**config.mk**
```make
export PLATFORM = sky130hd
export DESIGN_NAME = ebzat_core
export DESIGN_NICKNAME = d
export VERILOG_FILES = /design/src/verilog/ebzat_pkg.sv /design/src/verilog/ebzat_core.sv /design/src/verilog/ebzat_ready.sv /design/src/verilog/ebzat_tick.sv
export VERILOG_INCLUDE_DIRS = /design/src /design/src/verilog
export SDC_FILE = /design/constraint.sdc
export NUM_CORES = 1
export LEC_CHECK = 0
export ABC_AREA = 1
export CAP_MARGIN = 20
export CORE_MARGIN = 5
export CORE_UTILIZATION = 45
export DETAILED_ROUTE_END_ITERATION = 12
export DONT_BUFFER_PORTS = 1
export PLACE_DENSITY = 0.6
export SLEW_MARGIN = 40
export SYNTH_ARGS = -nofsm -noshare
export SYNTH_HDL_FRONTEND = slang
export SYNTH_SLANG_ARGS = --single-unit
export TNS_END_PERCENT = 50
```
**constraint.sdc**
```tcl
create_clock -name i_clk -period 3.4 [get_ports i_clk]
set_clock_uncertainty 0.05 [all_clocks]
set_input_delay 0.68 -clock i_clk [delete_from_list [all_inputs] [get_ports i_clk]]
set_output_delay 0.68 -clock i_clk [all_outputs]
set_load 0.05 [all_outputs]
```
**src/verilog/ebzat_map.svh**
```systemverilog
`ifndef EBZAT_MAP_SVH
`define EBZAT_MAP_SVH

`define EBZAT_ZONES 8
`define EBZAT_ZONE_W 3
`define EBZAT_LEAD_W 2
`define EBZAT_ACTIVE_W 3
`define EBZAT_TRAIL_W 2
`define EBZAT_CNT_W 5
`define EBZAT_CFG_W 16
`define EBZAT_ADDR_W 4
`define EBZAT_DATA_W 16
`define EBZAT_TIMING_DIV 1
`define EBZAT_DIV_W 4

// zone_timing_config field positions
`define EBZAT_F_RD_LEAD 0
`define EBZAT_F_RD_ACTIVE 2
`define EBZAT_F_RD_TRAIL 5
`define EBZAT_F_WR_LEAD 7
`define EBZAT_F_WR_ACTIVE 9
`define EBZAT_F_WR_TRAIL 12
`define EBZAT_F_DOUBLE 14
`define EBZAT_F_RDY_EN 15

// register offsets: 0..7 zone configs, 8 ready-mode bits, 9 status
`define EBZAT_REG_MODE 4'h8
`define EBZAT_REG_STATUS 4'h9
`define EBZAT_CFG_RESET 16'h3fff

`endif

```
**src/verilog/ebzat_pkg.sv**
```systemverilog
`default_nettype none
package ebzat_pkg;
  `include "ebzat_map.svh"

  typedef enum logic [1:0] {
    EBZAT_IDLE,
    EBZAT_LEAD,
    EBZAT_ACTIVE,
    EBZAT_TRAIL
  } ebzat_phase_e;

  typedef struct packed {
    logic rdy_en;
    logic double_t;
    logic [`EBZAT_TRAIL_W-1:0] wr_trail;
    logic [`EBZAT_ACTIVE_W-1:0] wr_active;
    logic [`EBZAT_LEAD_W-1:0] wr_lead;
    logic [`EBZAT_TRAIL_W-1:0] rd_trail;
    logic [`EBZAT_ACTIVE_W-1:0] rd_active;
    logic [`EBZAT_LEAD_W-1:0] rd_lead;
  } ebzat_cfg_s;

  typedef struct packed {
    logic valid;
    logic write;
    logic [`EBZAT_ZONE_W-1:0] zone;
  } ebzat_req_s;

  typedef struct packed {
    logic [`EBZAT_ZONES-1:0] cs_n;
    logic rd_n;
    logic we_n;
    logic rnw;
  } ebzat_pins_s;
endpackage
`default_nettype wire

```
**src/verilog/ebzat_core.sv**
```systemverilog
`timescale 1ns/100ps
`default_nettype none
`include "ebzat_map.svh"
module ebzat_core
  import ebzat_pkg::*;
(
  input wire logic i_clk,
  input wire logic i_rst_n,
  input wire logic [`EBZAT_ADDR_W-1:0] i_addr,
  input wire logic [`EBZAT_DATA_W-1:0] i_wdata,
  input wire logic i_wr,
  input wire logic i_rd,
  output logic [`EBZAT_DATA_W-1:0] o_rdata,
  input wire ebzat_pkg::ebzat_req_s i_req,
  output logic o_req_ready,
  output logic o_done,
  input wire logic i_ext_ready,
  output ebzat_pkg::ebzat_pins_s o_pins
);
  import ebzat_pkg::*;

  ebzat_cfg_s cfg [`EBZAT_ZONES];
  logic [`EBZAT_ZONES-1:0] ready_mode;
  ebzat_phase_e phase;
  logic [`EBZAT_CNT_W-1:0] cnt;
  logic [`EBZAT_CNT_W-1:0] waits;
  logic [`EBZAT_ZONE_W-1:0] zone;
  logic is_write;
  ebzat_cfg_s cur;
  logic tick;
  logic rdy;
  logic [`EBZAT_CNT_W-1:0] lead_len;
  logic [`EBZAT_CNT_W-1:0] act_len;
  logic [`EBZAT_CNT_W-1:0] trail_len;

  ebzat_tick u_tick (
    .i_clk(i_clk),
    .i_rst_n(i_rst_n),
    .o_tick(tick)
  );

  ebzat_ready u_ready (
    .i_clk(i_clk),
    .i_rst_n(i_rst_n),
    .i_ready(i_ext_ready),
    .i_async_mode(ready_mode[zone]),
    .o_ready(rdy)
  );

  function automatic logic [`EBZAT_CNT_W-1:0] scale(input logic [`EBZAT_CNT_W-1:0] n, input logic dbl);
    scale = dbl ? `EBZAT_CNT_W'(n << 1) : n;
  endfunction

  assign cur = cfg[zone];
  // phase lengths, applied unchecked
  assign lead_len = scale(`EBZAT_CNT_W'(is_write ? cur.wr_lead : cur.rd_lead), cur.double_t);
  assign act_len = scale(`EBZAT_CNT_W'(is_write ? cur.wr_active : cur.rd_active), cur.double_t) +
    `EBZAT_CNT_W'(1);
  assign trail_len = scale(`EBZAT_CNT_W'(is_write ? cur.wr_trail : cur.rd_trail), cur.double_t);

  // per-zone configuration writes
  genvar g;
  generate
    for (g = 0; g < `EBZAT_ZONES; g++) begin : g_zone
      always_ff @(posedge i_clk or negedge i_rst_n) begin
        if (!i_rst_n) begin
          cfg[g] <= ebzat_cfg_s'(`EBZAT_CFG_RESET);
        end else if (i_wr && i_addr == `EBZAT_ADDR_W'(g)) begin
          cfg[g] <= ebzat_cfg_s'(i_wdata);
        end
      end
    end
  endgenerate

  always_ff @(posedge i_clk or negedge i_rst_n) begin
    if (!i_rst_n) begin
      ready_mode <= '0;
    end else if (i_wr && i_addr == `EBZAT_REG_MODE) begin
      ready_mode <= i_wdata[`EBZAT_ZONES-1:0];
    end
  end

  always_ff @(posedge i_clk or negedge i_rst_n) begin
    if (!i_rst_n) begin
      o_rdata <= '0;
    end else if (i_rd) begin
      if (i_addr < `EBZAT_ADDR_W'(`EBZAT_ZONES)) begin
        o_rdata <= cfg[i_addr[`EBZAT_ZONE_W-1:0]];
      end else if (i_addr == `EBZAT_REG_MODE) begin
        o_rdata <= `EBZAT_DATA_W'(ready_mode);
      end else if (i_addr == `EBZAT_REG_STATUS) begin
        o_rdata <= {2'h0, phase, is_write, zone, 3'h0, waits};
      end else begin
        o_rdata <= '0;
      end
    end
  end

  assign o_req_ready = (phase == EBZAT_IDLE);

  // phase sequencer
  always_ff @(posedge i_clk or negedge i_rst_n) begin
    if (!i_rst_n) begin
      phase <= EBZAT_IDLE;
      cnt <= '0;
      waits <= '0;
      zone <= '0;
      is_write <= 1'b0;
      o_done <= 1'b0;
    end else begin
      o_done <= 1'b0;
      case (phase)
        EBZAT_IDLE: begin
          if (i_req.valid) begin
            zone <= i_req.zone;
            is_write <= i_req.write;
            cnt <= '0;
            waits <= '0;
            phase <= EBZAT_LEAD;
          end
        end
        EBZAT_LEAD: begin
          if (tick) begin
            if (cnt + `EBZAT_CNT_W'(1) >= lead_len) begin
              cnt <= '0;
              phase <= EBZAT_ACTIVE;
            end else begin
              cnt <= cnt + `EBZAT_CNT_W'(1);
            end
          end
        end
        EBZAT_ACTIVE: begin
          if (tick) begin
            if (cnt + `EBZAT_CNT_W'(1) >= act_len) begin
              if (cur.rdy_en && !rdy) begin
                waits <= waits + `EBZAT_CNT_W'(1);
              end else begin
                cnt <= '0;
                phase <= (trail_len == '0) ? EBZAT_IDLE : EBZAT_TRAIL;
                o_done <= (trail_len == '0);
              end
            end else begin
              cnt <= cnt + `EBZAT_CNT_W'(1);
            end
          end
        end
        EBZAT_TRAIL: begin
          if (tick) begin
            if (cnt + `EBZAT_CNT_W'(1) >= trail_len) begin
              cnt <= '0;
              phase <= EBZAT_IDLE;
              o_done <= 1'b1;
            end else begin
              cnt <= cnt + `EBZAT_CNT_W'(1);
            end
          end
        end
        default: begin
          phase <= EBZAT_IDLE;
        end
      endcase
    end
  end

  // strobe outputs from flip-flops
  always_ff @(posedge i_clk or negedge i_rst_n) begin
    if (!i_rst_n) begin
      o_pins <= '{cs_n: '1, rd_n: 1'b1, we_n: 1'b1, rnw: 1'b1};
    end else begin
      for (int z = 0; z < `EBZAT_ZONES; z++) begin
        o_pins.cs_n[z] <= !(phase != EBZAT_IDLE && zone == `EBZAT_ZONE_W'(z));
      end
      o_pins.rd_n <= !(phase == EBZAT_ACTIVE && !is_write);
      o_pins.we_n <= !(phase == EBZAT_ACTIVE && is_write);
      o_pins.rnw <= !(phase != EBZAT_IDLE && is_write);
    end
  end
endmodule
`default_nettype wire

```
**src/verilog/ebzat_ready.sv**
```systemverilog
`timescale 1ns/100ps
`default_nettype none
module ebzat_ready (
  input wire logic i_clk,
  input wire logic i_rst_n,
  input wire logic i_ready,
  input wire logic i_async_mode,
  output logic o_ready
);
  logic sync1;
  logic sync2;
  logic reg1;

  always_ff @(posedge i_clk or negedge i_rst_n) begin
    if (!i_rst_n) begin
      sync1 <= 1'b0;
      sync2 <= 1'b0;
      reg1 <= 1'b0;
    end else begin
      sync1 <= i_ready;
      sync2 <= sync1;
      reg1 <= i_ready;
    end
  end

  // two-stage path for asynchronous, one register for synchronous
  assign o_ready = i_async_mode ? sync2 : reg1;
endmodule
`default_nettype wire

```
**src/verilog/ebzat_tick.sv**
```systemverilog
`timescale 1ns/100ps
`default_nettype none
`include "ebzat_map.svh"
module ebzat_tick (
  input wire logic i_clk,
  input wire logic i_rst_n,
  output logic o_tick
);
  logic [`EBZAT_DIV_W-1:0] cnt;

  // interface timing clock as enable pulse
  always_ff @(posedge i_clk or negedge i_rst_n) begin
    if (!i_rst_n) begin
      cnt <= '0;
    end else if (cnt == `EBZAT_DIV_W'(`EBZAT_TIMING_DIV - 1)) begin
      cnt <= '0;
    end else begin
      cnt <= cnt + 1'b1;
    end
  end

  assign o_tick = (cnt == `EBZAT_DIV_W'(`EBZAT_TIMING_DIV - 1));
endmodule
`default_nettype wire
```
Word level (Yosys, flattened, before mapping)
Cells that the tools add are included.
- bits in registers: 186
- word-level logic and storage cells: 214
- input port bits: 30
- output and inout port bits: 29
- add/subtract/negate cells: 4
- muxes and demuxes: 48
- reduce and logical (&&, ||, !) cells: 45
- equality and inequality tests: 29
- magnitude comparators: 7
- bitwise logic cells: 2
- operators by type and width (cell ; number):
    16-bit binary-select mux with 3-bit select ; 2
    16-bit two-way mux ; 6
    5-bit two-way mux ; 11
    2-bit two-way mux ; 11
    1-bit logical AND ; 21
    5-bit one-hot mux with 4 select lines ; 1
    2-bit != test (second input constant) ; 9
    4-bit by 3-bit equality test with 1-bit output (second input constant) ; 4
    14-bit two-way mux ; 1
    1-bit logical NOT ; 13
    3-bit equality test (second input constant) ; 4
    5-bit by 1-bit adder with 5-bit output (second input constant) ; 2
    5-bit by 3-bit >= comparator with 1-bit output ; 2
    5-bit one-hot mux with 2 select lines ; 1
    5-bit AND reduction ; 2
    3-bit two-way mux ; 3
    4-bit by 2-bit equality test with 1-bit output (second input constant) ; 2
    4-bit equality test (second input constant) ; 2
    4-bit >= comparator (second input constant) ; 2
    4-bit logical NOT ; 2
    4-bit two-way mux ; 2
    3-bit NOT with 4-bit output ; 2
    2-bit one-hot mux with 4 select lines ; 1
    8-bit AND reduction ; 1
    19 further kinds ; 28

Depth between registers and ports, before layout
Gate-level depths: netlist (run 1).
- depth in word-level cells: 12
- mapped depth: 23
- depth with buffers taken out: 21

Modules after synthesis
A second synthesis (run 1) with hierarchy kept.
- cells, all modules: 1204
- area total of the unflattened synthesis: 9686.8 um2
- by module, submodules not included (module ; area each (um2) ; times used ; cells each ; sequential area each (um2)):
    ebzat_core ; 9417.8 ; 1 ; 1176 ; 4658.2
    ebzat_tick ; 203.9 ; 1 ; 22 ; 100.1
    ebzat_ready ; 65.1 ; 1 ; 6 ; 50.0

Least setup slack after synthesis (run 1)
Ideal clock, no wire load.
- kind: register -> register
- start point: register zone[1]
- end point: register waits[0]
- data required time: 3273 ps
- clock period less this slack: 3049 ps
- setup time: 77 ps
- data arrival time: 2922 ps
- path buffers: 2
- setup slack: 351 ps
- stages on the path, launching flop included: 23
- cell sequence: dfrtp_1 > buf_2 > inv_2 > nand2_2 > inv_2 > buf_4 > a22oi_1 > nand4_1 > nand3_1 > nand2_1 > o21a_1 > ha_1 > nand3b_1 > nand2_1 > ha_1 > a21oi_1 > o21a_1 > nand4_1 > nand2_1 > inv_1 > nand2_2 > nand2_1 > o21ai_1
- cells in the longest elaborated chain, start to end: 10
- elaborated cells between the ends (all ways): 16
- classes of those cells: add/sub (1); order compare (1); eq/ne (2); mux (8); bitwise (1); reduce/logical (3)
- RTL lines (item ; RTL line ; RTL):
    start: declaration ; ebzat_core.sv:27 ; logic [`EBZAT_ZONE_W-1:0] zone;
    start signal: assignment ; ebzat_core.sv:115 ; zone <= i_req.zone;
    3-bit NOT with 4-bit output (implied by the code) ; ebzat_core.sv:54 ; assign cur = cfg[zone];
    16-bit binary-select mux with 3-bit select ; ebzat_core.sv:54 ;
    16-bit two-way mux (implied by the code) (2 in a row) ; ebzat_core.sv:54 ;
    3-bit two-way mux ; ebzat_core.sv:57 ; assign act_len = scale(`EBZAT_CNT_W'(is_write ? cur.wr_active : cur.rd_active), cur.double_t) +
    4-bit two-way mux ; ebzat_core.sv:51 ; scale = dbl ? `EBZAT_CNT_W'(n << 1) : n;
    4-bit by 1-bit adder with 5-bit output ; ebzat_core.sv:57 ;
    5-bit >= comparator ; ebzat_core.sv:134 ; if (cnt + `EBZAT_CNT_W'(1) >= act_len) begin
    2-bit != test (no line) ; n/a ;
    5-bit AND reduction (no line) * ; n/a ;
    end signal: assignment ; ebzat_core.sv:136 ; waits <= waits + `EBZAT_CNT_W'(1);
    end: declaration ; ebzat_core.sv:26 ; logic [`EBZAT_CNT_W-1:0] waits;
Mark *: on every way between the ends. The rest lies on a longest branch, timed or not. The select of a mux whose other input is x is not followed.
A chain may end at the register's enable or synchronous reset.

Worst setup path after layout (run 1)
- start point: register zone[1]
- end point: register cnt[2]
- cells in the longest elaborated chain, start to end: 11
- elaborated cells between the ends (all ways): 28
- classes of those cells: add/sub (1); order compare (3); eq/ne (1); mux (19); bitwise (1); reduce/logical (3)
- RTL lines (item ; RTL line ; RTL):
    3-bit NOT with 4-bit output (implied by the code) ; ebzat_core.sv:54 ;
    16-bit binary-select mux with 3-bit select ; ebzat_core.sv:54 ;
    16-bit two-way mux (implied by the code) (2 in a row) ; ebzat_core.sv:54 ;
    3-bit two-way mux ; ebzat_core.sv:57 ;
    4-bit two-way mux ; ebzat_core.sv:51 ;
    4-bit by 1-bit adder with 5-bit output ; ebzat_core.sv:57 ;
    5-bit >= comparator ; ebzat_core.sv:134 ;
    5-bit two-way mux ; ebzat_core.sv:134 ;
    5-bit two-way mux ; ebzat_core.sv:133 ; if (tick) begin
    5-bit one-hot mux with 4 select lines ; ebzat_core.sv:112 ; case (phase)
    end signal: assignment ; ebzat_core.sv:128 ; cnt <= cnt + `EBZAT_CNT_W'(1);
    end signal: assignment ; ebzat_core.sv:143 ; cnt <= cnt + `EBZAT_CNT_W'(1);
    end signal: assignment ; ebzat_core.sv:154 ; cnt <= cnt + `EBZAT_CNT_W'(1);
    end: declaration ; ebzat_core.sv:25 ; logic [`EBZAT_CNT_W-1:0] cnt;
Parallel ways exist; a longest one is shown, timed or not. The select of a mux whose other input is x is not followed.

==> impl_results.rst, run 1 <==
.. list-table::
   :header-rows: 1

   * - Metric
     - Value
   * - Ratio of cells with drive above 1 in the final layout
     - between 10% and 20%
   * - Number of primary I/O pins
     - 59
   * - Number of enable-type register cells in the synthesized netlist
     - 0
   * - Root buf cell
     - sky130_fd_sc_hd__clkbuf_16
   * - Maximum resistive drop on vdd
     - 0.317 mV
   * - Capture point of the worst reg-to-reg path
     - cnt[2]
   * - Row cnt
     - 54
   * - Detailed Route Iter0 Violations
     - between 1000 and 1500
   * - Type of the tightest min-delay check
     - in2async
   * - PortBufs
     - 0
   * - Routed via count
     - 8885
   * - Combinational share of power
     - 39.3%
   * - Maximum buffer depth of the clock tree
     - 2
   * - Register-to-Register Path Depth
     - 20
   * - WS Path Type
     - reg2reg
   * - DRC violation count after routing
     - 0
   * - Initial antenna violation count
     - 1
   * - Warning count from the yosys run
     - 0
   * - Pin slew with the least headroom to its limit
     - 0.672 ns
   * - Horiz. Die Dim
     - 158 um
   * - Synthesized instance count
     - 1254
   * - Final Hold Fails
     - 0
   * - Number of H-tree levels
     - 4
   * - Most frequent cells after synthesis
     - sky130_fd_sc_hd__nand2_1 (338), sky130_fd_sc_hd__o21ai_0 (165), sky130_fd_sc_hd__inv_1 (130), sky130_fd_sc_hd__dfstp_2 (123), sky130_fd_sc_hd__nand3_1 (89)
   * - Number of nets in the layout
     - 1301
   * - Net switching power of the design
     - 3.99 mW
   * - Int Power
     - 5.43 mW
   * - Wire length of the first global-routing pass
     - slightly above 50000 um
   * - Dominant register cell in the synthesized netlist
     - sky130_fd_sc_hd__dfstp_2
   * - Post-Syn Area per Cell
     - 7.84 sq um
   * - Post-synthesis cell type count
     - 41
   * - Worst EP arrival
     - around 3.6 ns
   * - Max-slew violations
     - 0
   * - Count of max-cap constraint violations
     - 0
   * - Number of sinks on the clock net
     - 186
   * - Final worst path period need
     - 3.26 ns
   * - Chip height
     - 158 um
   * - Category of the worst setup path capture point
     - flip-flop
   * - RSZ-0062 raised after global routing
     - true
   * - Final period utilization
     - roughly 96%
   * - Iteration count of the initial detailed-routing pass
     - 5
   * - All-layer global routing usage
     - 27.3%
   * - Number of global-route vias before repair
     - 8579
   * - Core outline area
     - 0.0217 sq mm
   * - Fin Hold WS
     - between 0.03 and 0.04 ns
   * - Half-perimeter wire length after placement
     - 23200 um
   * - Biggest area consumer among synthesized cells
     - sky130_fd_sc_hd__dfstp_2
   * - Top-area cell type share of the netlist area
     - 32.9%
   * - Detailed Route WL
     - 32800 um
   * - Final standard cell count with taps included and fillers excluded
     - 1549
   * - Leakage power
     - 4.87 nW
   * - Worst-skew pair later-pin latency
     - 0.44 ns
   * - Final ANT Viol Nets
     - 0
   * - Routability-driven placement congestion ratio
     - 0.945
   * - Final setup violation count
     - 0
   * - Final instance area
     - 0.0110 sq mm
   * - Maximum achievable frequency
     - around 310 MHz
   * - Required time of the critical path
     - 3.72 ns
   * - Remaining global-route overflow
     - 0
   * - Dpl cell area
     - approximately 0.010 sq mm
   * - Number of buffers created by CTS
     - 17
   * - Register-to-Register Setup Slack
     - 0.14 ns
   * - Clock transition at the register clock pins on the worst setup and hold paths after CTS
     - about 0.070 ns
   * - Fraction of registers with async set or reset after synthesis
     - 100%
   * - Effective utilization at floorplan
     - 45.3%
   * - Critical Path Start Type
     - flip-flop
   * - Number of placed cells counting well taps
     - 1513
   * - Largest net degree at the start of global routing
     - between 100 and 150
   * - Setup TNS
     - 0 ns
   * - Leading cell type by number of instances after synthesis
     - sky130_fd_sc_hd__nand2_1
   * - Synth Cell Area
     - approximately 0.0098 sq mm
   * - Origin of the critical flop-to-flop path
     - zone[1]
   * - Area Overhead vs Synth
     - 11.9%
   * - Share of power burned in the clock network
     - 22.6%
   * - PD cells
     - 857 mW/mm^2
   * - Area of the die
     - 0.0249 sq mm
   * - Run status
     - complete, no violations
   * - CTS tree
     - done
   * - Share of synthesized area occupied by flip-flops and latches
     - 48.9%
   * - Crit path max fanout
     - 8
   * - Power, Total
     - roughly 9.4 mW
   * - Filler Cell Count
     - 2082
   * - Yosys reg bits
     - between 150 and 200
   * - Via-per-instance ratio
     - approximately 5.7
   * - Flop pwr share
     - 38.1%
   * - Slew headroom
     - roughly 55%
   * - Switching portion of total power
     - a little over two fifths
   * - Post-synthesis net count
     - 1300
   * - Routed len/inst
     - 21.2 um
   * - Cell types with the largest area share after synthesis
     - sky130_fd_sc_hd__dfstp_2 (33%), sky130_fd_sc_hd__dfrtp_1 (16%), sky130_fd_sc_hd__nand2_1 (13%)
[registers in the layout, summed over array words and instances, names as in the netlist]
register and flops:
waits 5, zone 3, u_ready.sync2 1, o_pins 11
o_done 1, o_rdata 16, cfg 128, u_ready.sync1 1
phase 2, is_write 1, cnt 5, u_tick.cnt 4
ready_mode 8
[per-stage QoR]
step | setup WS (ns) | utilization, %
global placement | 0.121 | 47.2
global route | -0.0890 | 50.7
CTS | 0.00534 | 50.2
finish | 0.142 | 50.7
detailed placement | -0.0559 | 47.2
floorplan | 0.351 | -
[layout by cell type, fill, tap and decap left out, types with 3 or more instances in the layout]
cell type,netlist,final
sky130_fd_sc_hd__a21oi_1,47,46
sky130_fd_sc_hd__a22oi_1,25,25
sky130_fd_sc_hd__a31oi_1,6,6
sky130_fd_sc_hd__buf_4,4,41
sky130_fd_sc_hd__buf_6,2,5
sky130_fd_sc_hd__bufinv_16,0,3
sky130_fd_sc_hd__clkbuf_16,0,18
sky130_fd_sc_hd__clkinv_2,0,3
sky130_fd_sc_hd__dfrtp_1,63,61
sky130_fd_sc_hd__dfstp_2,123,123
sky130_fd_sc_hd__ha_1,16,14
sky130_fd_sc_hd__inv_1,130,130
sky130_fd_sc_hd__inv_6,0,5
sky130_fd_sc_hd__nand2_1,338,338
sky130_fd_sc_hd__nand2_4,0,3
sky130_fd_sc_hd__nand3_1,89,87
sky130_fd_sc_hd__nand4_1,25,25
sky130_fd_sc_hd__nor2_1,67,61
sky130_fd_sc_hd__nor2_2,1,6
sky130_fd_sc_hd__o211ai_1,8,8
sky130_fd_sc_hd__o21a_1,3,3
sky130_fd_sc_hd__o21ai_0,165,164
sky130_fd_sc_hd__o21ai_1,7,8
sky130_fd_sc_hd__o221ai_1,5,5
sky130_fd_sc_hd__o22ai_1,35,35
[power groups by stage]
stage	Clock, mW	Combinational (mW)	Sequential [mW]
2_1_floorplan	0	2.46	3.43
3_3_place_gp	0	3.40	3.61
3_5_place_dp	0	3.45	3.61
4_1_cts	2.16	3.49	3.58
5_1_grt	2.25	4.17	3.65
6_report	2.13	3.70	3.59
[critical path: stages (launching register included)]
cell and delay (ns):
sky130_fd_sc_hd__dfrtp_2 0.46, sky130_fd_sc_hd__inv_4 0.10, sky130_fd_sc_hd__nand2_2 0.08, sky130_fd_sc_hd__buf_6 0.16
sky130_fd_sc_hd__o22a_1 0.19, sky130_fd_sc_hd__nand2_1 0.07, sky130_fd_sc_hd__nand2_1 0.08, sky130_fd_sc_hd__nand2_4 0.13
sky130_fd_sc_hd__nand3_1 0.11, sky130_fd_sc_hd__o21a_1 0.14, sky130_fd_sc_hd__ha_2 0.19, sky130_fd_sc_hd__nand3b_1 0.15
sky130_fd_sc_hd__nand2_1 0.10, sky130_fd_sc_hd__ha_4 0.21, sky130_fd_sc_hd__a21oi_2 0.13, sky130_fd_sc_hd__o21a_1 0.17
sky130_fd_sc_hd__nand4_1 0.16, sky130_fd_sc_hd__buf_4 0.21, sky130_fd_sc_hd__a21oi_1 0.13, sky130_fd_sc_hd__nand3_1 0.09
sky130_fd_sc_hd__nand2_1 0.07
[area by class of cell]
class,count,area (sq um),share of cell area [%]
inverter,137,524,4.77
timing repair buffer,48,412,3.74
antenna,1,2.50,0.0228
multi-input combinational,865,4270,38.9
tap,280,350,3.19
sequential,186,4810,43.7
clock inverter,12,158,1.43
clock buffer,20,468,4.25
[worst max path at each step]
stage	from	end	slack, ns	depth (start not counted)
after detailed placement	zone[0]	waits[4]	-0.06	20
after global routing	zone[0]	cnt[1]	-0.09	19
after CTS	zone[0]	waits[4]	0.005	20
after floorplan	zone[1]	waits[0]	0.35	22
after global placement	zone[0]	waits[2]	0.12	20
final	zone[1]	cnt[2]	0.14	20
[metal layers]
metal	routed length, um	vias up	track usage (%)	part of all wire, %
li1	-	4184	-	-
met1	13900	4263	36.7	42
met2	15300	373	43.3	47
met3	2220	65	5.47	6.8
met4	1400	0	11.6	4.3
met5	0	-	0	0
[kinds of logic after synthesis]
group           synth area share (%)
simple gates                    22.5
compound gates                  17.9
buf+inv                         8.21
flops                           48.9
fa+ha+maj                       2.04
xor+xnor                       0.357
[what timing repair did]
action / 4_1_cts / 5_1_grt
endpoints found under the hold margin: 63 / 0
pin swaps: 0 / 3
setup buffers: 0 / 2
endpoints found under the setup margin: 5 / 12
gates resized for setup: 1 / 25
hold buffers: 1 / 0
Power figures use the tool's default switching activity.
==> inputs of run 2 (changes only) <==
MAX_ROUTING_LAYER = met4   (was default)
==> run 2 against run 1 <==
Effect of this change: final area about the same; clock power down 9%; non-clock buffer count up 4; critical path depth down 2; final cell count up 0.32%; highest routed layer unchanged.
==> impl_results.rst, run 2 (synthesis gave the netlist of run 1 again) <==
.. list-table::
   :header-rows: 1

   * - Metric
     - Value
   * - Category of the worst setup path capture point
     - flip-flop
   * - Slew headroom
     - 57.0%
   * - Routability-driven placement congestion ratio
     - 0.958
   * - Dpl cell area
     - just over 0.01 sq mm
   * - Detailed Route WL
     - 33700 um
   * - PD cells
     - 851 mW/mm^2
   * - Wire length of the first global-routing pass
     - 51800 um
   * - Final standard cell count with taps included and fillers excluded
     - 1554
   * - Final setup violation count
     - 0
   * - Final instance area
     - approximately 0.011 sq mm
   * - Area Overhead vs Synth
     - 11.8%
   * - Final Hold Fails
     - 0
   * - Effective utilization at floorplan
     - 45.3%
   * - Number of buffer and inverter instances along the worst setup path
     - 2
   * - Required time of the critical path
     - 3.73 ns
   * - Root buf cell
     - sky130_fd_sc_hd__clkbuf_16
   * - Final worst path period need
     - between 3 and 4 ns
   * - Number of nets in the layout
     - 1306
   * - Final period utilization
     - roughly 97%
   * - Number of placed cells counting well taps
     - 1517
   * - Ratio of cells with drive above 1 in the final layout
     - 18.6%
   * - Largest reg by FF count
     - cfg
   * - Maximum buffer depth of the clock tree
     - 2
   * - Max-slew violations
     - 0
   * - All-layer global routing usage
     - 28.6%
   * - Number of primary I/O pins
     - 59
   * - Last element of the critical path
     - cnt[2]
   * - Largest delay contributor family on the critical path
     - simple AND/OR/NAND/NOR gates
   * - Routed via count
     - between 8000 and 9000
   * - Origin of the critical flop-to-flop path
     - zone[0]
   * - Share of power burned in the clock network
     - 20.8%
   * - Horiz. Die Dim
     - 158 um
   * - Number of global-route vias before repair
     - 8476
   * - Half-perimeter wire length after placement
     - around 24000 um
   * - Final core utilization
     - 50.7%
   * - Worst EP arrival
     - 3.62 ns
   * - Row cnt
     - 54
   * - Count of max-cap constraint violations
     - 0
   * - Iteration count of the initial detailed-routing pass
     - 5
   * - Remaining global-route overflow
     - 0
   * - Number of H-tree levels
     - 4
   * - WS Path Type
     - reg2reg
   * - Register-to-Register Path Depth
     - 18
   * - Pin slew with the least headroom to its limit
     - between 0.6 and 0.7 ns
   * - Leading cell type in the layout, fill and taps excluded
     - sky130_fd_sc_hd__nand2_1
   * - Slowest stage delay, CP
     - 0.52 ns
   * - Detailed Route Iter0 Violations
     - 932
   * - PortBufs
     - 0
   * - Core outline area
     - about 0.022 sq mm
   * - Switching portion of total power
     - 43.4%
   * - Routed len/inst
     - 21.7 um
   * - Number of sinks on the clock net
     - 186
   * - Initial antenna violation count
     - 1
   * - DRC violation count after routing
     - 0
   * - Chip height
     - around 160 um
   * - CP max-delay cell
     - sky130_fd_sc_hd__dfrtp_2
   * - Fin Hold WS
     - 0.0337 ns
   * - CP Depth
     - 18
   * - Final ANT Viol Nets
     - 0
   * - Number of flip-flops under the largest register name
     - 128
   * - Register-to-Register Setup Slack
     - 0.12 ns
   * - CTS tree
     - done
   * - Run status
     - complete, no violations
   * - Top library cells by usage in the layout, fill and taps aside
     - sky130_fd_sc_hd__nand2_1 (337), sky130_fd_sc_hd__o21ai_0 (165), sky130_fd_sc_hd__inv_1 (129)
   * - Type of the tightest min-delay check
     - in2async
   * - Combinational share of power
     - 41.0%
   * - Number of buffers created by CTS
     - 17
   * - Area of the die
     - 0.0249 sq mm
   * - Capture point of the worst reg-to-reg path
     - cnt[2]
   * - Worst-skew pair later-pin latency
     - 0.45 ns
   * - Via-per-instance ratio
     - 5.74
   * - RSZ-0062 raised after global routing
     - true
   * - Maximum achievable frequency
     - 304 MHz
   * - Maximum resistive drop on vdd
     - 0.389 mV
   * - Critical Path Start Type
     - flip-flop
   * - Leakage power
     - 4.87 nW
   * - Critical Path, Cell by Cell
     - nor2_2 > buf_4 > a22oi_2 > nand4_1 > nand3_2 > nand2_1 > o21a_1 > ha_1 > nand3b_1 > nand2_2 > ha_4 > a21oi_1 > o21a_1 > nand4_1 > buf_4 > a21oi_1 > nand3_1 > nand2_1
   * - Clock transition at the register clock pins on the worst setup and hold paths after CTS
     - 0.07 ns
   * - Largest net degree at the start of global routing
     - 125
   * - Flop pwr share
     - 38.3%
   * - Crit path max fanout
     - 7
   * - Net switching power of the design
     - 4.06 mW
   * - Top Registers
     - cfg (128), o_rdata (16), o_pins (11)
   * - Critical path launch point
     - zone[0]
   * - Int Power
     - 5.29 mW
[run 2: worst min path at each step]
stage                       start            end  depth (start not counted)
finish                    i_rst_n      o_pins[6]                          0
global route              i_rst_n         cfg[3]                          0
CTS                       i_rst_n      o_pins[6]                          0
detailed placement        i_rst_n        cfg[14]                          0
global placement          i_rst_n        cfg[14]                          0
floorplan           u_ready.sync1  u_ready.sync2                          0
[run 2: worst reg2reg max path, cell delays in order (launching register included)]
cell and delay (ns):
sky130_fd_sc_hd__dfrtp_2 0.52, sky130_fd_sc_hd__nor2_2 0.08, sky130_fd_sc_hd__buf_4 0.17, sky130_fd_sc_hd__a22oi_2 0.15, sky130_fd_sc_hd__nand4_1 0.16, sky130_fd_sc_hd__nand3_2 0.15
sky130_fd_sc_hd__nand2_1 0.08, sky130_fd_sc_hd__o21a_1 0.18, sky130_fd_sc_hd__ha_1 0.22, sky130_fd_sc_hd__nand3b_1 0.17, sky130_fd_sc_hd__nand2_2 0.09, sky130_fd_sc_hd__ha_4 0.20
sky130_fd_sc_hd__a21oi_1 0.13, sky130_fd_sc_hd__o21a_1 0.16, sky130_fd_sc_hd__nand4_1 0.18, sky130_fd_sc_hd__buf_4 0.23, sky130_fd_sc_hd__a21oi_1 0.14, sky130_fd_sc_hd__nand3_1 0.09
sky130_fd_sc_hd__nand2_1 0.07
[run 2: metrics by stage]
| stage | total power [mW] | worst slack [ns] | TNS [ns] |
|---|---|---|---|
| floorplan | 5.89 | 0.351 | 0 |
| global placement | 7.08 | 0.111 | 0 |
| detailed placement | 7.14 | 0.0504 | 0 |
| CTS | 9.13 | 0.0224 | 0 |
| global route | 9.94 | -0.0279 | -0.0540 |
| finish | 9.35 | 0.116 | 0 |
[run 2: what timing repair did]
item                                   4_1_cts  5_1_grt
endpoints found under the hold margin       63        0
buffers inserted                             0        2
setup endpoints to repair                    0       13
hold buffers                                 1        0
gates resized for setup                      0       28
[run 2: cell type report]
type                            instances  area, sq um
Sequential cell                       186         4810
Timing Repair Buffer                   52          442
Clock buffer                           23          468
Tap cell                              280          350
Multi-Input combinational cell        866         4310
Antenna cell                            1         2.50
Inverter                              137          522
Fill cell                            2113        10700
Clock inverter                          9         88.8
[run 2: power groups by stage]
stage          logic (mW)  registers, mW  clock network, mW
3_5_place_dp         3.54           3.59                  0
5_1_grt              4.22           3.65               2.08
4_1_cts              3.58           3.56               1.98
2_1_floorplan        2.46           3.43                  0
6_report             3.83           3.58               1.94
3_3_place_gp         3.49           3.59                  0
[run 2: layer usage]
layer  GRT usage (%)  routed length, um  part of all wire (%)  vias to the layer above
met5               -                  0                     0                        -
met4            13.5               1650                   4.9                        0
met3            4.87               2280                   6.8                       78
met2            43.3              15500                    46                      368
met1            37.4              14300                    42                     4275
li1                -                  -                     -                     4194
